===== src/hdl/rgmf_pkg.sv =====
`default_nettype none
package rgmf_pkg;
  // Word addresses on the register bus
  localparam logic [3:0] ADDR_DES = 4'h0;
  localparam logic [3:0] ADDR_FES = 4'h1;
  localparam logic [3:0] ADDR_BIDIR = 4'h2;
  localparam logic [3:0] ADDR_SHORT = 4'h3;
  localparam logic [3:0] ADDR_CFG = 4'h4;
  localparam logic [3:0] ADDR_CTRL = 4'h5;
  localparam logic [3:0] ADDR_IRQ = 4'h6;
  localparam logic [3:0] ADDR_MASK = 4'h7;
  // Reset values
  localparam logic [7:0] BIDIR_RST = 8'h00;
  localparam logic [7:0] SHORT_RST = 8'h00;
  localparam logic [7:0] CFG_RST = 8'h30;
  localparam logic [2:0] MASK_RST = 3'h0;
  // Field positions
  localparam int CFG_BOOT_BIT = 0;
  localparam int CFG_FLASH_LSB = 4;
  localparam logic [1:0] FLASH_FULL = 2'h3;
  localparam int CTRL_SWRST_BIT = 0;
  localparam int ST_BUSY = 0;
  localparam int ST_BAM = 1;
  localparam int ST_SAFE_OK = 2;
  localparam int ST_CLR_PEND = 3;
  localparam int IRQ_SEQ_DONE = 0;
  localparam int IRQ_BAM = 1;
  localparam int IRQ_ABORT = 2;
  localparam int FES_EXR_BIT = 0;
  localparam int FES_SW_BIT = 1;
  // Reset sequence phase lengths
  localparam int CLK_PERIOD_NS = 20;
  localparam int PH1_TIME_NS = 1000;
  localparam int PH2_TIME_NS = 2000;
  localparam int PH3_TIME_NS = 500;
  localparam logic [7:0] PH1_CYC =
    8'((PH1_TIME_NS + CLK_PERIOD_NS - 1) / CLK_PERIOD_NS);
  localparam logic [7:0] PH2_CYC =
    8'((PH2_TIME_NS + CLK_PERIOD_NS - 1) / CLK_PERIOD_NS);
  localparam logic [7:0] PH3_CYC =
    8'((PH3_TIME_NS + CLK_PERIOD_NS - 1) / CLK_PERIOD_NS);

  typedef enum logic [1:0] {ST_IDLE, ST_PH1, ST_PH2, ST_PH3} rgmf_state_t;

  // Sticky flags: a new event wins over a clear in the same cycle
  function automatic logic [7:0] rgmf_flags(input logic [7:0] cur,
                                            input logic [7:0] clr,
                                            input logic [7:0] set);
    rgmf_flags = (cur & ~clr) | set;
  endfunction : rgmf_flags
endpackage : rgmf_pkg
`default_nettype wire


===== src/hdl/rgmf_pin_sync.sv =====
`timescale 1ns/100ps
`default_nettype none
module rgmf_pin_sync (
  input wire logic CLK_I,
  input wire logic RST_I,
  input wire logic pin_i,
  output logic level_o
);
  logic s1_ff;
  logic s2_ff;
  logic s3_ff;
  logic lvl_ff;

  // Three stages; level moves only once the last two agree
  always_ff @(posedge CLK_I) begin
    if (RST_I) begin
      s1_ff <= 1'b1;
      s2_ff <= 1'b1;
      s3_ff <= 1'b1;
      lvl_ff <= 1'b1;
    end else begin
      s1_ff <= pin_i;
      s2_ff <= s1_ff;
      s3_ff <= s2_ff;
      if (s2_ff == s3_ff) begin
        lvl_ff <= s3_ff;
      end
    end
  end

  assign level_o = lvl_ff;
endmodule : rgmf_pin_sync
`default_nettype wire


===== src/hdl/rgmf_top.sv =====
// Implementation choices: the register offsets and the Avalon-MM register port.
`timescale 1ns/100ps
`default_nettype none
module rgmf_top import rgmf_pkg::*; (
  input wire logic CLK_I,
  input wire logic RST_I,
  input wire logic [3:0] AVS_ADDRESS_I,
  input wire logic AVS_READ_I,
  input wire logic AVS_WRITE_I,
  input wire logic [31:0] AVS_WRITEDATA_I,
  output logic [31:0] AVS_READDATA_O,
  output logic AVS_WAITREQUEST_O,
  output logic IRQ_O,
  input wire logic [7:0] DES_EVT_I,
  input wire logic [5:0] FES_EVT_I,
  input wire logic [7:0] SAFE_REQ_I,
  input wire logic SAFE_MODE_I,
  input wire logic DEEP_STANDBY_I,
  input wire logic EXT_RST_N_I,
  output logic EXT_RST_N_O,
  output logic EXT_RST_OE_N_O,
  output logic SYS_RESET_O,
  output logic BOOT_ASSIST_O,
  output logic SAFE_EXIT_OK_O
);
  rgmf_state_t state_ff, nxt_state;
  logic ack_ff;
  logic [31:0] rdata_ff;
  logic [2:0] irq_snap_ff;
  logic [7:0] des_ff, fes_ff, bidir_ff, short_ff, cfg_ff;
  logic [7:0] des_pend_ff, fes_pend_ff;
  logic [2:0] irq_ff, mask_ff;
  logic [7:0] cnt_ff, nxt_cnt;
  logic drive_ff, skip_ff, bam_cond_ff, bam_ff, busy_ff, safe_ok_ff;
  logic ext_lvl, ext_d_ff;

  // Bus handshake: one wait cycle, then the answer
  wire acc = AVS_READ_I | AVS_WRITE_I;
  wire wr_take = AVS_WRITE_I & ack_ff;
  wire rd_take = AVS_READ_I & ack_ff;
  wire rd_load = AVS_READ_I & ~ack_ff;
  wire wr_des = wr_take & (AVS_ADDRESS_I == ADDR_DES);
  wire wr_fes = wr_take & (AVS_ADDRESS_I == ADDR_FES);
  wire wr_bidir = wr_take & (AVS_ADDRESS_I == ADDR_BIDIR);
  wire wr_short = wr_take & (AVS_ADDRESS_I == ADDR_SHORT);
  wire wr_cfg = wr_take & (AVS_ADDRESS_I == ADDR_CFG);
  wire wr_mask = wr_take & (AVS_ADDRESS_I == ADDR_MASK);
  wire rd_irq = rd_take & (AVS_ADDRESS_I == ADDR_IRQ);
  wire [7:0] wdat = AVS_WRITEDATA_I[7:0];
  assign AVS_WAITREQUEST_O = acc & ~ack_ff;

  // Pin input through the filtered synchroniser
  rgmf_pin_sync u_sync (
    .CLK_I(CLK_I),
    .RST_I(RST_I),
    .pin_i(EXT_RST_N_I),
    .level_o(ext_lvl)
  );

  // Own drive pulls the pin low, so our own edge is masked out
  wire ext_fall = ext_d_ff & ~ext_lvl & ~drive_ff;
  wire sw_req = wr_take & (AVS_ADDRESS_I == ADDR_CTRL) &
                wdat[CTRL_SWRST_BIT];
  wire [7:0] fes_new = {FES_EVT_I, sw_req, ext_fall};
  wire des_any = |DES_EVT_I;
  wire trig = (state_ff == ST_IDLE) & (des_any | (|fes_new));
  // Drive-enabled (bit zero) sources drive, unless short is chosen too
  wire drive_req = des_any | (|(fes_new & ~bidir_ff & ~short_ff));
  wire skip_req = ~des_any & (&(short_ff | ~fes_new));
  wire bam_req = DEEP_STANDBY_I & fes_new[FES_EXR_BIT] &
                 cfg_ff[CFG_BOOT_BIT] &
                 (cfg_ff[CFG_FLASH_LSB +: 2] != FLASH_FULL);
  wire ph_done = (cnt_ff == 8'h01);
  wire seq_end = (state_ff == ST_PH3) & ph_done;

  // Clear waits one stage; a reset start throws it away
  wire [7:0] des_clr = des_pend_ff & ~{8{trig}};
  wire [7:0] fes_clr = fes_pend_ff & ~{8{trig}};
  wire abort = trig & ((|des_pend_ff) | (|fes_pend_ff));
  wire [2:0] irq_set = {abort, seq_end & bam_cond_ff, seq_end};
  wire [2:0] irq_clr = rd_irq ? irq_snap_ff : 3'h0;

  // Phase sequencing
  always_comb begin
    nxt_state = state_ff;
    nxt_cnt = cnt_ff;
    case (state_ff)
      ST_IDLE: begin
        if (trig) begin
          nxt_state = ST_PH1;
          nxt_cnt = PH1_CYC;
        end
      end
      ST_PH1: begin
        if (ph_done) begin
          nxt_state = skip_ff ? ST_PH3 : ST_PH2;
          nxt_cnt = skip_ff ? PH3_CYC : PH2_CYC;
        end else begin
          nxt_cnt = cnt_ff - 8'h01;
        end
      end
      ST_PH2: begin
        if (ph_done) begin
          nxt_state = ST_PH3;
          nxt_cnt = PH3_CYC;
        end else begin
          nxt_cnt = cnt_ff - 8'h01;
        end
      end
      ST_PH3: begin
        if (ph_done) begin
          nxt_state = ST_IDLE;
          nxt_cnt = 8'h00;
        end else begin
          nxt_cnt = cnt_ff - 8'h01;
        end
      end
      default: begin
        nxt_state = ST_IDLE;
        nxt_cnt = 8'h00;
      end
    endcase
  end

  // Read selection
  wire [7:0] status = {4'h0, |des_pend_ff | (|fes_pend_ff), safe_ok_ff,
                       bam_ff, busy_ff};
  wire [7:0] rd_mux =
    (AVS_ADDRESS_I == ADDR_DES) ? des_ff :
    (AVS_ADDRESS_I == ADDR_FES) ? fes_ff :
    (AVS_ADDRESS_I == ADDR_BIDIR) ? bidir_ff :
    (AVS_ADDRESS_I == ADDR_SHORT) ? short_ff :
    (AVS_ADDRESS_I == ADDR_CFG) ? cfg_ff :
    (AVS_ADDRESS_I == ADDR_CTRL) ? status :
    (AVS_ADDRESS_I == ADDR_IRQ) ? {5'h00, irq_ff} :
    (AVS_ADDRESS_I == ADDR_MASK) ? {5'h00, mask_ff} : 8'h00;

  // Bus slave and software registers
  always_ff @(posedge CLK_I) begin
    if (RST_I) begin
      ack_ff <= 1'b0;
      rdata_ff <= 32'h0000_0000;
      irq_snap_ff <= 3'h0;
      bidir_ff <= BIDIR_RST;
      short_ff <= SHORT_RST;
      cfg_ff <= CFG_RST;
      mask_ff <= MASK_RST;
    end else begin
      ack_ff <= acc & ~ack_ff;
      if (rd_load) begin
        rdata_ff <= {24'h00_0000, rd_mux};
        irq_snap_ff <= irq_ff;
      end
      if (wr_bidir) bidir_ff <= wdat;
      if (wr_short) short_ff <= wdat;
      if (wr_cfg) cfg_ff <= wdat & 8'h31;
      if (wr_mask) mask_ff <= wdat[2:0];
    end
  end

  // Event flags; a one in the write data clears, zero keeps
  always_ff @(posedge CLK_I) begin
    if (RST_I) begin
      des_ff <= 8'h00;
      fes_ff <= 8'h00;
      des_pend_ff <= 8'h00;
      fes_pend_ff <= 8'h00;
      irq_ff <= 3'h0;
    end else begin
      des_pend_ff <= wr_des ? wdat : 8'h00;
      fes_pend_ff <= wr_fes ? wdat : 8'h00;
      des_ff <= rgmf_flags(des_ff, des_clr, DES_EVT_I);
      fes_ff <= rgmf_flags(fes_ff, fes_clr, fes_new);
      irq_ff <= (irq_ff & ~irq_clr) | irq_set;
    end
  end

  // Sequencer state, pin drive and boot-assist latch
  always_ff @(posedge CLK_I) begin
    if (RST_I) begin
      state_ff <= ST_IDLE;
      cnt_ff <= 8'h00;
      drive_ff <= 1'b0;
      skip_ff <= 1'b0;
      bam_cond_ff <= 1'b0;
      bam_ff <= 1'b0;
      busy_ff <= 1'b0;
      ext_d_ff <= 1'b1;
      safe_ok_ff <= 1'b0;
    end else begin
      state_ff <= nxt_state;
      cnt_ff <= nxt_cnt;
      ext_d_ff <= ext_lvl;
      // Exit only while no cause is active, whatever the flags say
      safe_ok_ff <= SAFE_MODE_I & ~(|SAFE_REQ_I);
      if (trig) begin
        // Drive latched here holds to the end, even if the pin lets go
        drive_ff <= drive_req;
        skip_ff <= skip_req;
        bam_cond_ff <= bam_req;
        bam_ff <= 1'b0;
        busy_ff <= 1'b1;
      end else if (seq_end) begin
        drive_ff <= 1'b0;
        bam_ff <= bam_cond_ff;
        busy_ff <= 1'b0;
      end
    end
  end

  assign AVS_READDATA_O = rdata_ff;
  assign IRQ_O = |(irq_ff & mask_ff);
  assign EXT_RST_N_O = 1'b0;
  assign EXT_RST_OE_N_O = ~drive_ff;
  assign SYS_RESET_O = busy_ff;
  assign BOOT_ASSIST_O = bam_ff;
  assign SAFE_EXIT_OK_O = safe_ok_ff;
endmodule : rgmf_top
`default_nettype wire

===== config.mk =====
export PLATFORM = sky130hd
export DESIGN_NAME = rgmf_top
export DESIGN_NICKNAME = d
export VERILOG_FILES = /design/src/hdl/rgmf_pkg.sv /design/src/hdl/rgmf_pin_sync.sv /design/src/hdl/rgmf_top.sv
export SDC_FILE = /design/constraint.sdc
export NUM_CORES = 1
export LEC_CHECK = 0
export ABC_AREA = 1
export BUFFER_PORTS_ARGS = -buffer_cell sky130_fd_sc_hd__buf_2
export CAP_MARGIN = 0
export CORE_ASPECT_RATIO = 0.8
export CORE_MARGIN = 10
export CORE_UTILIZATION = 55
export DETAILED_ROUTE_END_ITERATION = 8
export PLACE_DENSITY_LB_ADDON = 0.2
export SLEW_MARGIN = 20
export SYNTH_ARGS = -nofsm -noshare
export SYNTH_HDL_FRONTEND = slang
export SYNTH_SLANG_ARGS = --single-unit

===== constraint.sdc =====
create_clock -name CLK_I -period 2.63 [get_ports CLK_I]
set_input_delay 0.789 -clock CLK_I [delete_from_list [all_inputs] [get_ports CLK_I]]
set_output_delay 0.789 -clock CLK_I [all_outputs]
set_load 0.02 [all_outputs]

Yosys cells after proc, flatten, opt, wreduce, memory -nomap -nowiden
Cells that the tools add are included.
W data, S select, Z words.
{"block": "op_classes", "eq_ne": 17, "mux": 24, "reduce_logical": 15, "addsub": 1, "n_bitwise": 54}
{"op": "$mux W8", "count": 8}
{"op": "$and A8 B8 Y8", "count": 6}
{"op": "$not A8 Y8", "count": 6}
{"op": "$reduce_or A8 Y1", "count": 6}
{"op": "$pmux W8 S4", "count": 1}
{"op": "$and A1 B1 Y1", "count": 24}
{"op": "$or A8 B8 Y8", "count": 3}
{"op": "$eq A4 B3 Y1 const B", "count": 4}
{"op": "$ne A2 B2 Y1 const B", "count": 5}
{"op": "$mux W3", "count": 3}
{"op": "$eq A4 B2 Y1 const B", "count": 2}
{"op": "$eq A8 B1 Y1 const B", "count": 1}
{"op": "$mux W2", "count": 4}
{"op": "$pmux W2 S4", "count": 1}
{"op": "$reduce_and A8 Y1", "count": 1}
{"op": "$sub A8 B1 Y8 const B", "count": 1}
{"op": "$mux W7", "count": 1}
{"op": "$not A1 Y1", "count": 7}
{"op": "$and A3 B3 Y3", "count": 2}
{"op": "$mux W6", "count": 1}
{"op": "$reduce_or A2 Y1", "count": 3}
{"op": "$eq A2 B2 Y1 const B", "count": 2}
{"op": "$eq A4 B1 Y1 const B", "count": 1}
{"op": "$logic_not A4 Y1", "count": 1}
{"op": "other kinds (11)", "count": 17}
{"block": "word_totals", "regBits": 90, "out_inout_bits": 39, "elab_cells": 136}

Depth between registers and ports, before layout
Gate-level depths: netlist of run 1.
{"block": "logic_depth", "ltp_word": 11, "mapped_depth": 10, "depth_no_buf": 10}

Hierarchy
From an unflattened synthesis of run 1, not the netlist that was laid out.
{"block": "unflattened", "hier_cells": 600, "hier_area_um2": 4249.1}
{"module": "rgmf_top", "seq_area_each_um2": 1721.7, "area_each_um2": 4120.2, "cells_per_inst": 585, "instances": 1}
{"module": "rgmf_pin_sync", "seq_area_each_um2": 80.1, "area_each_um2": 128.9, "cells_per_inst": 15, "instances": 1}

Worst setup path after synthesis of run 1
Ideal clock, no wire load.
{"block": "synth_timing", "kind": "input port to output port", "start": "input port AVS_READ_I", "end": "output port AVS_WAITREQUEST_O", "arrival_time_ns": 1.105, "path_buffers": 0, "path_slack_ns": 0.736, "stages": 2, "cell_sequence": "nor2_1 nor2_1"}
{"block": "synth_between", "elab_chain_len": 2}
{"element": "from (decl)", "line": "rgmf_top.sv:8", "rtl": "input wire logic AVS_READ_I,"}
{"element": "$or A1 B1 Y1", "line": "rgmf_top.sv:38", "rtl": "wire acc = AVS_READ_I | AVS_WRITE_I;"}
{"element": "$and A1 B1 Y1", "line": "rgmf_top.sv:50", "rtl": "assign AVS_WAITREQUEST_O = acc & ~ack_ff;"}
{"element": "to (decl)", "line": "rgmf_top.sv:12", "rtl": "output logic AVS_WAITREQUEST_O,"}
No other way between the ends.

Worst setup path after layout of run 1
Ends and elaborated chain as after synthesis.

==> out/metrics.cfg, run 1 <==
[run_status]
status = complete, no violations

[timing]
finalMaxSlewViolations = 0
skew_ps = 9.13
whs_ps = 417
fmax_mhz = 494
relSlewSlack_pct = 61.3
layout_min_cycle_time_ps = 2020
setup_viol = 0
max_slew.worst_pin.slew_ps = 579
min_period_over_period_pct = 77.0
rsz0062_at_grt = false
hold_violations = 0
timing.setup.tns_ps = 0

[logic_synthesis]
yosysTopAreaCell = dfxtp_1
synth_area_leaders = dfxtp_1 (43%), nand2_1 (9.8%), a21oi_1 (7.8%)
synth_ff_type = dfxtp_1
ys_ff_latch = 90
synth_edf_count = 0
synth_top_area_share_pct = 42.7
synth_cell_types = 35
ys_async_sr_fraction_pct = 0
netlist_area_mm2 = 0.00422
syn-instance-count = 588
syn_avg_cell_area_um2 = 7.18
yosys_warnings = 0
ys_seq_area_share_pct = 42.7
synth_most_common_cell = nand2_1
ys_top_cells_by_count = nand2_1 (110), dfxtp_1 (90), inv_1 (77)

[critical_path]
crit_arrival_ps = 1240
path_cells = buf_2 -> nor2_1 -> nor2_1 -> buf_2
cp_max_fo = 3
critPathTopFamily = buffers and inverters
max_stage_delay_ps = 160
start_kind = input pin
crit_buf_inv = 2
slowest_stage = buf_2
worstSetupPathType = in -> out
crit_path_end_kind = output port
required_ps = 1840

[die]
fp.coreArea_mm2 = 0.00743
ios = 104
die-area_mm2 = 0.0116
die_width_um = 118
start_util_pct = 56.8
num_rows = 28
die_y_um = 98.4

[pwr]
ir_worst_vdd_v = 0.000479
p_sw_w = 0.00113
p_int_w = 0.00211
swShare_pct = 34.9
p_clk_share_pct = 27.8
leakagePower_nw = 2.12
power.share.combinational_pct = 25.3
seqPwrFrac_pct = 46.9
totalPowerFinal_w = 0.00325
powerDensity_mw_per_mm2 = 696

[grt]
grt_pass1_vias = 3669
antenna_found_initial = 0
grt_usage_pct = 19.0
grt.overflow.total = 0
grt_pass1_wl_mm = 18.2
grt_max_degree = 43

[final_layout]
fin_nets = 714
multi_input_area_mm2 = 0.00193
drive_above_1_share_pct = 15.0
diodes = 0
regArea_mm2 = 0.00180
fillers = 712
syn_to_final_growth_pct = 10.6

[job]
drv_cap = 0

[cts]
cts_buffer_depth = 2
insertion_delay_ps = 360
clkTransAtPathRegs_ps = 90
cts_tree = built
cts.sinks = 90
numCtsBuffers = 9
h-tree-depth = 3
cts_hold_buf = 0
post_cts_buffers = 0
cts-root-buf = clkbuf_8
ctsResizeCount = 0

[place]
port_buffers = 54
dp_hpwl_mm = 8.57
routabilityCongestion = 0.884

[detailed_routing]
drc = 0
vias = 3941
drtIter0Drc = 266
routedWlPerCell_um = 14.8
viasPerCell = 5.23
antenna_left = 0
first_pass_iters = 5
drt_wl_total_mm = 11.1

[hold_path]
hold_path_class = reg -> reg

metrics by stage:
stage / utilization, % / std cells / instance area [µm²] / setup WS, ps
6_report: 62.9 / 753 / 4670 / 605
5_1_grt: 62.9 / 753 / 4670 / 546
4_1_cts: 62.9 / 753 / 4670 / 604
3_5_place_dp: 60.3 / 737 / 4480 / 319
3_3_place_gp: 60.3 / 737 / 4480 / 369
2_1_floorplan: - / 612 / 4310 / 736
cell usage in the layout (no fill, tap or decap), types with 3 or more instances in the layout:
master	n
nand2_1	110
dfxtp_1	90
inv_1	77
a21oi_1	66
nor2_1	63
buf_2	54
nand3_1	38
o21ai_0	37
conb_1	25
nand4_1	12
clkbuf_8	11
nand2_2	8
ha_1	6
buf_4	6
nor3_1	5
o211ai_1	5
xor2_1	4
o22ai_1	4
inv_2	3
or2_2	3
area by class of cell:
| type | instances | area share, % |
|---|---|---|
| Multi-Input combinational cell | 401 | 41.3 |
| Sequential cell | 90 | 38.6 |
| Timing Repair Buffer | 60 | 6.75 |
| Inverter | 81 | 6.51 |
| Clock buffer | 12 | 3.32 |
| Tap cell | 105 | 2.81 |
| Clock inverter | 4 | 0.723 |
power by group through the flow:
| stage | logic (W) | registers (W) | clock network (W) |
|---|---|---|---|
| final | 0.000823 | 0.00152 | 0.000903 |
| after floorplan | 0.000684 | 0.00155 | 0 |
| after global routing | 0.000945 | 0.00153 | 0.000982 |
| after detailed placement | 0.000807 | 0.00155 | 0 |
| after global placement | 0.000790 | 0.00155 | 0 |
| after CTS | 0.000815 | 0.00152 | 0.000923 |
per-layer routing:
metal  track usage [%]  vias to the layer above  part of all wire (%)
li1                  -                     1958                     -
met1              25.5                     1798                    47
met2              28.3                      176                    43
met3              7.13                        9                   9.6
met4              4.36                        0                  0.92
met5                 0                        -                     0
kinds of logic (layout without fill, tap and decap cells):
kind of cell,Yosys count,in the layout,share of synthesized area [%]
compound gates,117,117,14.7
xor+xnor,4,4,0.830
fa+ha+maj,6,6,1.78
buf+inv,121,157,13.8
flops,90,90,42.7
other cells,1,25,0.0888
simple gates,249,249,26.2
flip-flops by register name, indices dropped and copies added, names as in the netlist, 8 cells and up:
register / cells
des_pend_ff: 8
bidir_ff: 8
AVS_READDATA_O: 8
short_ff: 8
des_ff: 8
fes_pend_ff: 8
cnt_ff: 8
fes_ff: 8
worst paths after layout:
kind	cells after the start	startpoint	slack, ps	end
worst max-delay path	4	AVS_READ_I	610	AVS_WAITREQUEST_O
worst min-delay path	1	u_sync.s1_ff	420	u_sync.s2_ff
worst max register to register	9	drive_ff	870	fes_ff[6]
worst min register to register	1	u_sync.s1_ff	420	u_sync.s2_ff
(Power assumes the default switching activity.)
==> inputs of run 2 (changes only) <==
- CORE_UTILIZATION: 55 -> 53
- clock period: 2.63 -> 1.9 ns (I/O delays scaled with it)
==> run 2 against run 1 <==
Compared with the run above:
- total power increased by 46%
- via count increased by 2.7%
- cell area up 5.4%
- clock skew down 0.61 ps
- critical path depth decreased by 1
- wire length rose by 3.9%
- utilization shrank 0.099 points
==> out/metrics.cfg, run 2 (synthesis gave the netlist of run 1 again) <==
[grt]
grt_pass1_wl_mm = 19.0  ; +4.4%
grt_usage_pct = 19.3  ; +0.31 points
grt_use_met2_pct = 30.2  ; +1.9 points
grt_use_met1_pct = 25.0  ; -0.46 points
busiest_layer = met2
grt_max_degree = 40  ; -7.0%
met3_usage_pct = 6.79  ; -0.35 points
grt.overflow.total = 0  ; unchanged
grt_pass1_vias = 3902  ; +6.4%
antenna_found_initial = 0  ; unchanged

[critical_path]
path_cells = inv_1 -> o221ai_1 -> buf_2
reg2regPathDepth = 8  ; -1
crit_path_end_kind = output port
required_ps = 1330  ; -510 ps
ff2ff_setup_slack_ps = 200  ; -670 ps
reg2reg_to = cnt_ff[2]
worstSetupPathType = reg -> out
slowest_stage = dfxtp_1
start_kind = flop
critPathTopFamily = flip-flops
cp_max_fo = 3  ; unchanged
crit_buf_inv = 2  ; unchanged
max_stage_delay_ps = 330  ; +170 ps
reg2reg_from = state_ff[0]
crit_arrival_ps = 1140  ; -100 ps

[pwr]
totalPowerFinal_w = 0.00474  ; +46%
ir_worst_vdd_v = 0.000599  ; +25%
leakagePower_nw = 2.26  ; +6.8%
powerDensity_mw_per_mm2 = 962  ; +38%

[place]
routabilityCongestion = 0.923  ; +4.4%
port_buffers = 54  ; unchanged
dp_hpwl_mm = 9.01  ; +5.2%

[final_layout]
drive_above_1_share_pct = 18.6  ; +3.7 points
final_cell_mix = nand2_1 (110), dfxtp_1 (90), inv_1 (77)
syn_to_final_growth_pct = 16.5
regArea_mm2 = 0.00180  ; unchanged
fin_nets = 742  ; +3.9%
diodes = 0  ; unchanged
fillers = 767  ; +7.7%
multi_input_area_mm2 = 0.00193  ; unchanged
final_common_cell = nand2_1

[die]
start_util_pct = 53.9  ; -3.0 points
ios = 104  ; unchanged
fp.coreArea_mm2 = 0.00784  ; +5.5%
num_rows = 29  ; +3.6%
die-area_mm2 = 0.0120  ; +3.1%
die_y_um = 99.8  ; +1.5%
die_width_um = 120  ; +1.6%

[cts]
cts-root-buf = clkbuf_8
ctsResizeCount = 0  ; unchanged
clkTransAtPathRegs_ps = 80  ; about the same
numCtsBuffers = 9  ; unchanged
insertion_delay_ps = 350  ; about the same
cts_hold_buf = 0  ; unchanged
cts_tree = built
post_cts_buffers = 0  ; unchanged
cts_buffer_depth = 2  ; unchanged
cts.sinks = 90  ; unchanged
h-tree-depth = 3  ; unchanged

[detailed_routing]
routedWlPerCell_um = 14.8  ; -0.21%
drtIter0Drc = 295  ; +11%
vias = 4049  ; +2.7%
drt_wl_total_mm = 11.6  ; +3.9%
first_pass_iters = 5  ; unchanged
antenna_left = 0  ; unchanged
viasPerCell = 5.16  ; -1.3%
drc = 0  ; unchanged

[hold_path]
hold_depth = 2  ; +1
hold_path_class = in -> reg
worstHoldStart = SAFE_REQ_I[0]
holdPathEnd = SAFE_EXIT_OK_O

[timing]
skew_ps = 8.52  ; -0.609 ps
layout_min_cycle_time_ps = 1710
hold_violations = 0  ; unchanged
rsz0062_at_grt = false
min_period_over_period_pct = 90.0
timing.setup.tns_ps = 0  ; unchanged
finalMaxSlewViolations = 0  ; unchanged
whs_ps = 373  ; -44.0 ps
setup_viol = 0  ; unchanged
fmax_mhz = 585

[run_status]
status = complete, no violations

[job]
drv_cap = 0  ; unchanged

## run 2: through the flow
step | cell area, µm² | util (%) | setup slack [ps] | cells
3_3_place_gp | 4710 | 60.1 | 11.8 | 768
5_1_grt | 4920 | 62.8 | 53.3 | 784
2_1_floorplan | 4310 | - | 338 | 612
3_5_place_dp | 4710 | 60.1 | -63.8 | 768
6_report | 4920 | 62.8 | 190 | 784
4_1_cts | 4920 | 62.8 | 169 | 784
## run 2: worst max path at each step
| stage | slack, ps | startpoint | depth (start not counted) | end |
|---|---|---|---|---|
| after CTS | 170 | irq_ff[1] | 3 | IRQ_O |
| after detailed placement | -60 | DES_EVT_I[7] | 11 | fes_ff[6] |
| after global routing | 50 | state_ff[0] | 8 | cnt_ff[2] |
| after global placement | 10 | DES_EVT_I[7] | 11 | fes_ff[7] |
| final | 190 | irq_ff[1] | 3 | IRQ_O |
| after floorplan | 340 | DES_EVT_I[6] | 9 | fes_ff[2] |
## run 2: where the power goes
| group | internal [W] | switching [W] |
|---|---|---|
| registers | 0.00201 | 0.0000951 |
| clock network | 0.000685 | 0.000686 |
| logic | 0.000447 | 0.000814 |
| total | 0.00314 | 0.00160 |
## run 2: worst register-to-register path, delay by kind of cell, from the launching register on
family	cells	cell delay, ps
flip-flops	1	420
AND/OR/NAND/NOR	3	560
buffers and inverters	2	160
adder cells (fa/ha/maj)	1	220
AO/OA/AOI/OAI	2	220
## run 2: area by class of cell
type                       instances  area share, %
multi-input combinational        401           39.2
clock buffer                      11           3.08
tap                              108           2.75
clock inverter                     5           1.25
timing repair buffer              88           10.9
inverter                          81           6.18
sequential                        90           36.6
## run 2: layer usage
| layer | vias up | wire, µm |
|---|---|---|
| li1 | 2012 | - |
| met1 | 1843 | 5080 |
| met2 | 183 | 5010 |
| met3 | 11 | 1360 |
| met4 | 0 | 112 |
| met5 | - | 0 |
==> inputs of run 3 (changes only) <==
- BUFFER_PORTS_ARGS: -buffer_cell sky130_fd_sc_hd__buf_2 -> not set
- CORE_UTILIZATION: 53 -> 55
- DONT_BUFFER_PORTS: not set -> 1
==> run 3 against run 2 <==
Compared with the run above:
- clock skew fell by 1.4 ps
- via count fell by 5.5%
- setup slack improved by 5.3 ps
- non-clock buffer count fell by 72
- sequential share of layout area rose by 3.3 points
- global-route usage fell by 0.66 points
- clock power barely moved
- maximum frequency rose by 0.31%
- first-iteration DRC count rose by 38%
- flip-flop and latch count did not move
- wire length fell by 5.4%
- sequential power barely moved
- highest routed layer unchanged
==> out/metrics.cfg, run 3 (synthesis gave the netlist of run 1 again) <==
[grt]
grt_pass1_vias = 3543  ; -9.2%
grt.overflow.total = 0  ; unchanged
grt_usage_pct = 18.7  ; -0.66 points
grt_use_met1_pct = 25.5  ; +0.44 points
grt_max_degree = 44  ; +10%
antenna_found_initial = 0  ; unchanged
grt_pass1_wl_mm = 18.0  ; -5.2%
met3_usage_pct = 6.67  ; -0.11 points
grt_use_met2_pct = 27.2  ; -3.0 points
busiest_layer = met2

[detailed_routing]
drt_wl_total_mm = 10.9  ; -5.4%
viasPerCell = 5.40  ; +4.5%
antenna_left = 0  ; unchanged
routedWlPerCell_um = 15.4  ; +4.6%
drc = 0  ; unchanged
drtIter0Drc = 406  ; +38%
vias = 3827  ; -5.5%
first_pass_iters = 6  ; +1

[die]
die_width_um = 118  ; -1.5%
fp.coreArea_mm2 = 0.00743  ; -5.2%
start_util_pct = 56.8  ; +3.0 points
die_y_um = 98.4  ; -1.5%
ios = 104  ; unchanged
num_rows = 28  ; -3.4%
die-area_mm2 = 0.0116  ; -3.0%

[critical_path]
worstSetupPathType = reg -> out
start_kind = flop
crit_arrival_ps = 1130  ; about the same
max_stage_delay_ps = 330  ; about the same
path_cells = inv_1 -> o221ai_1 -> buf_4
slowest_stage = dfxtp_1
required_ps = 1330  ; about the same
crit_path_end_kind = output port
cp_max_fo = 3  ; unchanged

[timing]
finalMaxSlewViolations = 0  ; unchanged
whs_ps = 274  ; -99.0 ps
hold_violations = 0  ; unchanged
min_period_over_period_pct = 89.7  ; -0.28 points
timing.setup.tns_ps = 0  ; unchanged
skew_ps = 7.13  ; -1.39 ps
rsz0062_at_grt = false
layout_min_cycle_time_ps = 1700  ; -5.33 ps
setup_viol = 0  ; unchanged
fmax_mhz = 587  ; +0.31%

[pwr]
ir_worst_vdd_v = 0.000642  ; +7.1%
p_clk_share_pct = 29.5  ; +0.5 points
swShare_pct = 33.6  ; -0.13 points
seqPwrFrac_pct = 46.2  ; +1.8 points
leakagePower_nw = 1.96  ; -13%
power.share.combinational_pct = 24.3  ; -2.3 points
totalPowerFinal_w = 0.00462  ; -2.4%
p_sw_w = 0.00155  ; -2.8%
powerDensity_mw_per_mm2 = 1020  ; +6.5%
p_int_w = 0.00307  ; -2.3%

[place]
routabilityCongestion = 0.905  ; -1.9%
port_buffers = 0  ; -100%
postPlaceCellArea_mm2 = 0.00430  ; -8.7%
dp_hpwl_mm = 8.51  ; -5.6%

[run_status]
status = complete, no violations

[cts]
numCtsBuffers = 9  ; unchanged
insertion_delay_ps = 350  ; about the same
ctsResizeCount = 0  ; unchanged
cts-root-buf = clkbuf_8
cts_hold_buf = 0  ; unchanged
cts.sinks = 90  ; unchanged
post_cts_buffers = 0  ; unchanged
h-tree-depth = 3  ; unchanged
clkTransAtPathRegs_ps = 90  ; about the same
cts_tree = built
cts_buffer_depth = 2  ; unchanged

[final_layout]
fillers = 713  ; -7.0%
diodes = 0  ; unchanged
final_common_cell = nand2_1
syn_to_final_growth_pct = 6.79
drive_above_1_share_pct = 8.94  ; -9.7 points
fin_nets = 670  ; -9.7%
final_cell_mix = nand2_1 (110), dfxtp_1 (90), inv_1 (77)
final_cell_area_mm2 = 0.00451  ; -8.4%

[job]
drv_cap = 0  ; unchanged

[hold_path]
hold_path_class = in -> reg

==> run 3: critical path: cells and delay by family, from the launching register on <==
family                 cells  cell delay (ps)
DFF                        1              330
AOI/OAI and AO/OA          1              210
buffers and inverters      2              250
==> run 3: path summary, 6_finish.rpt <==
kind | from | endpoint | slack, ps | depth (start not counted)
setup / recovery | irq_ff[1] | IRQ_O | 200 | 3
hold / removal | RST_I | des_ff[6] | 270 | 1
setup reg to reg | state_ff[0] | cnt_ff[0] | 220 | 8
hold reg to reg | u_sync.s1_ff | u_sync.s2_ff | 420 | 1
==> run 3: per-layer routing <==
metal | share of wire, % | routed length (µm)
met2 | 41 | 4460
met1 | 45 | 4920
met4 | 1.2 | 136
met5 | 0 | 0
met3 | 13 | 1420
==> run 3: power by group through the flow <==
stage | Sequential, W | Clock, W | Combinational, W
detailed placement | 0.00218 | 0 | 0.00110
floorplan | 0.00214 | 0 | 0.000947
global placement | 0.00217 | 0 | 0.00107
finish | 0.00213 | 0.00136 | 0.00112
global route | 0.00215 | 0.00147 | 0.00128
CTS | 0.00213 | 0.00138 | 0.00111
==> run 3: metrics by stage <==
step | worst slack [ps] | instances | util, %
final | 195 | 709 | 60.7
after floorplan | 338 | 612 | -
after global placement | 76.1 | 693 | 57.9
after CTS | 175 | 709 | 60.7
after detailed placement | 30.2 | 693 | 57.9
after global routing | 79.4 | 709 | 60.7
==> run 3: area by class of cell <==
cell class / count / area, µm² / area share [%]
clock buffer: 10 / 138 / 3.05
clock inverter: 6 / 72.6 / 1.61
inverter: 81 / 304 / 6.74
multi-input combinational: 401 / 1930 / 42.8
sequential: 90 / 1800 / 40.0
tap: 105 / 131 / 2.91
timing repair buffer: 16 / 133 / 2.94
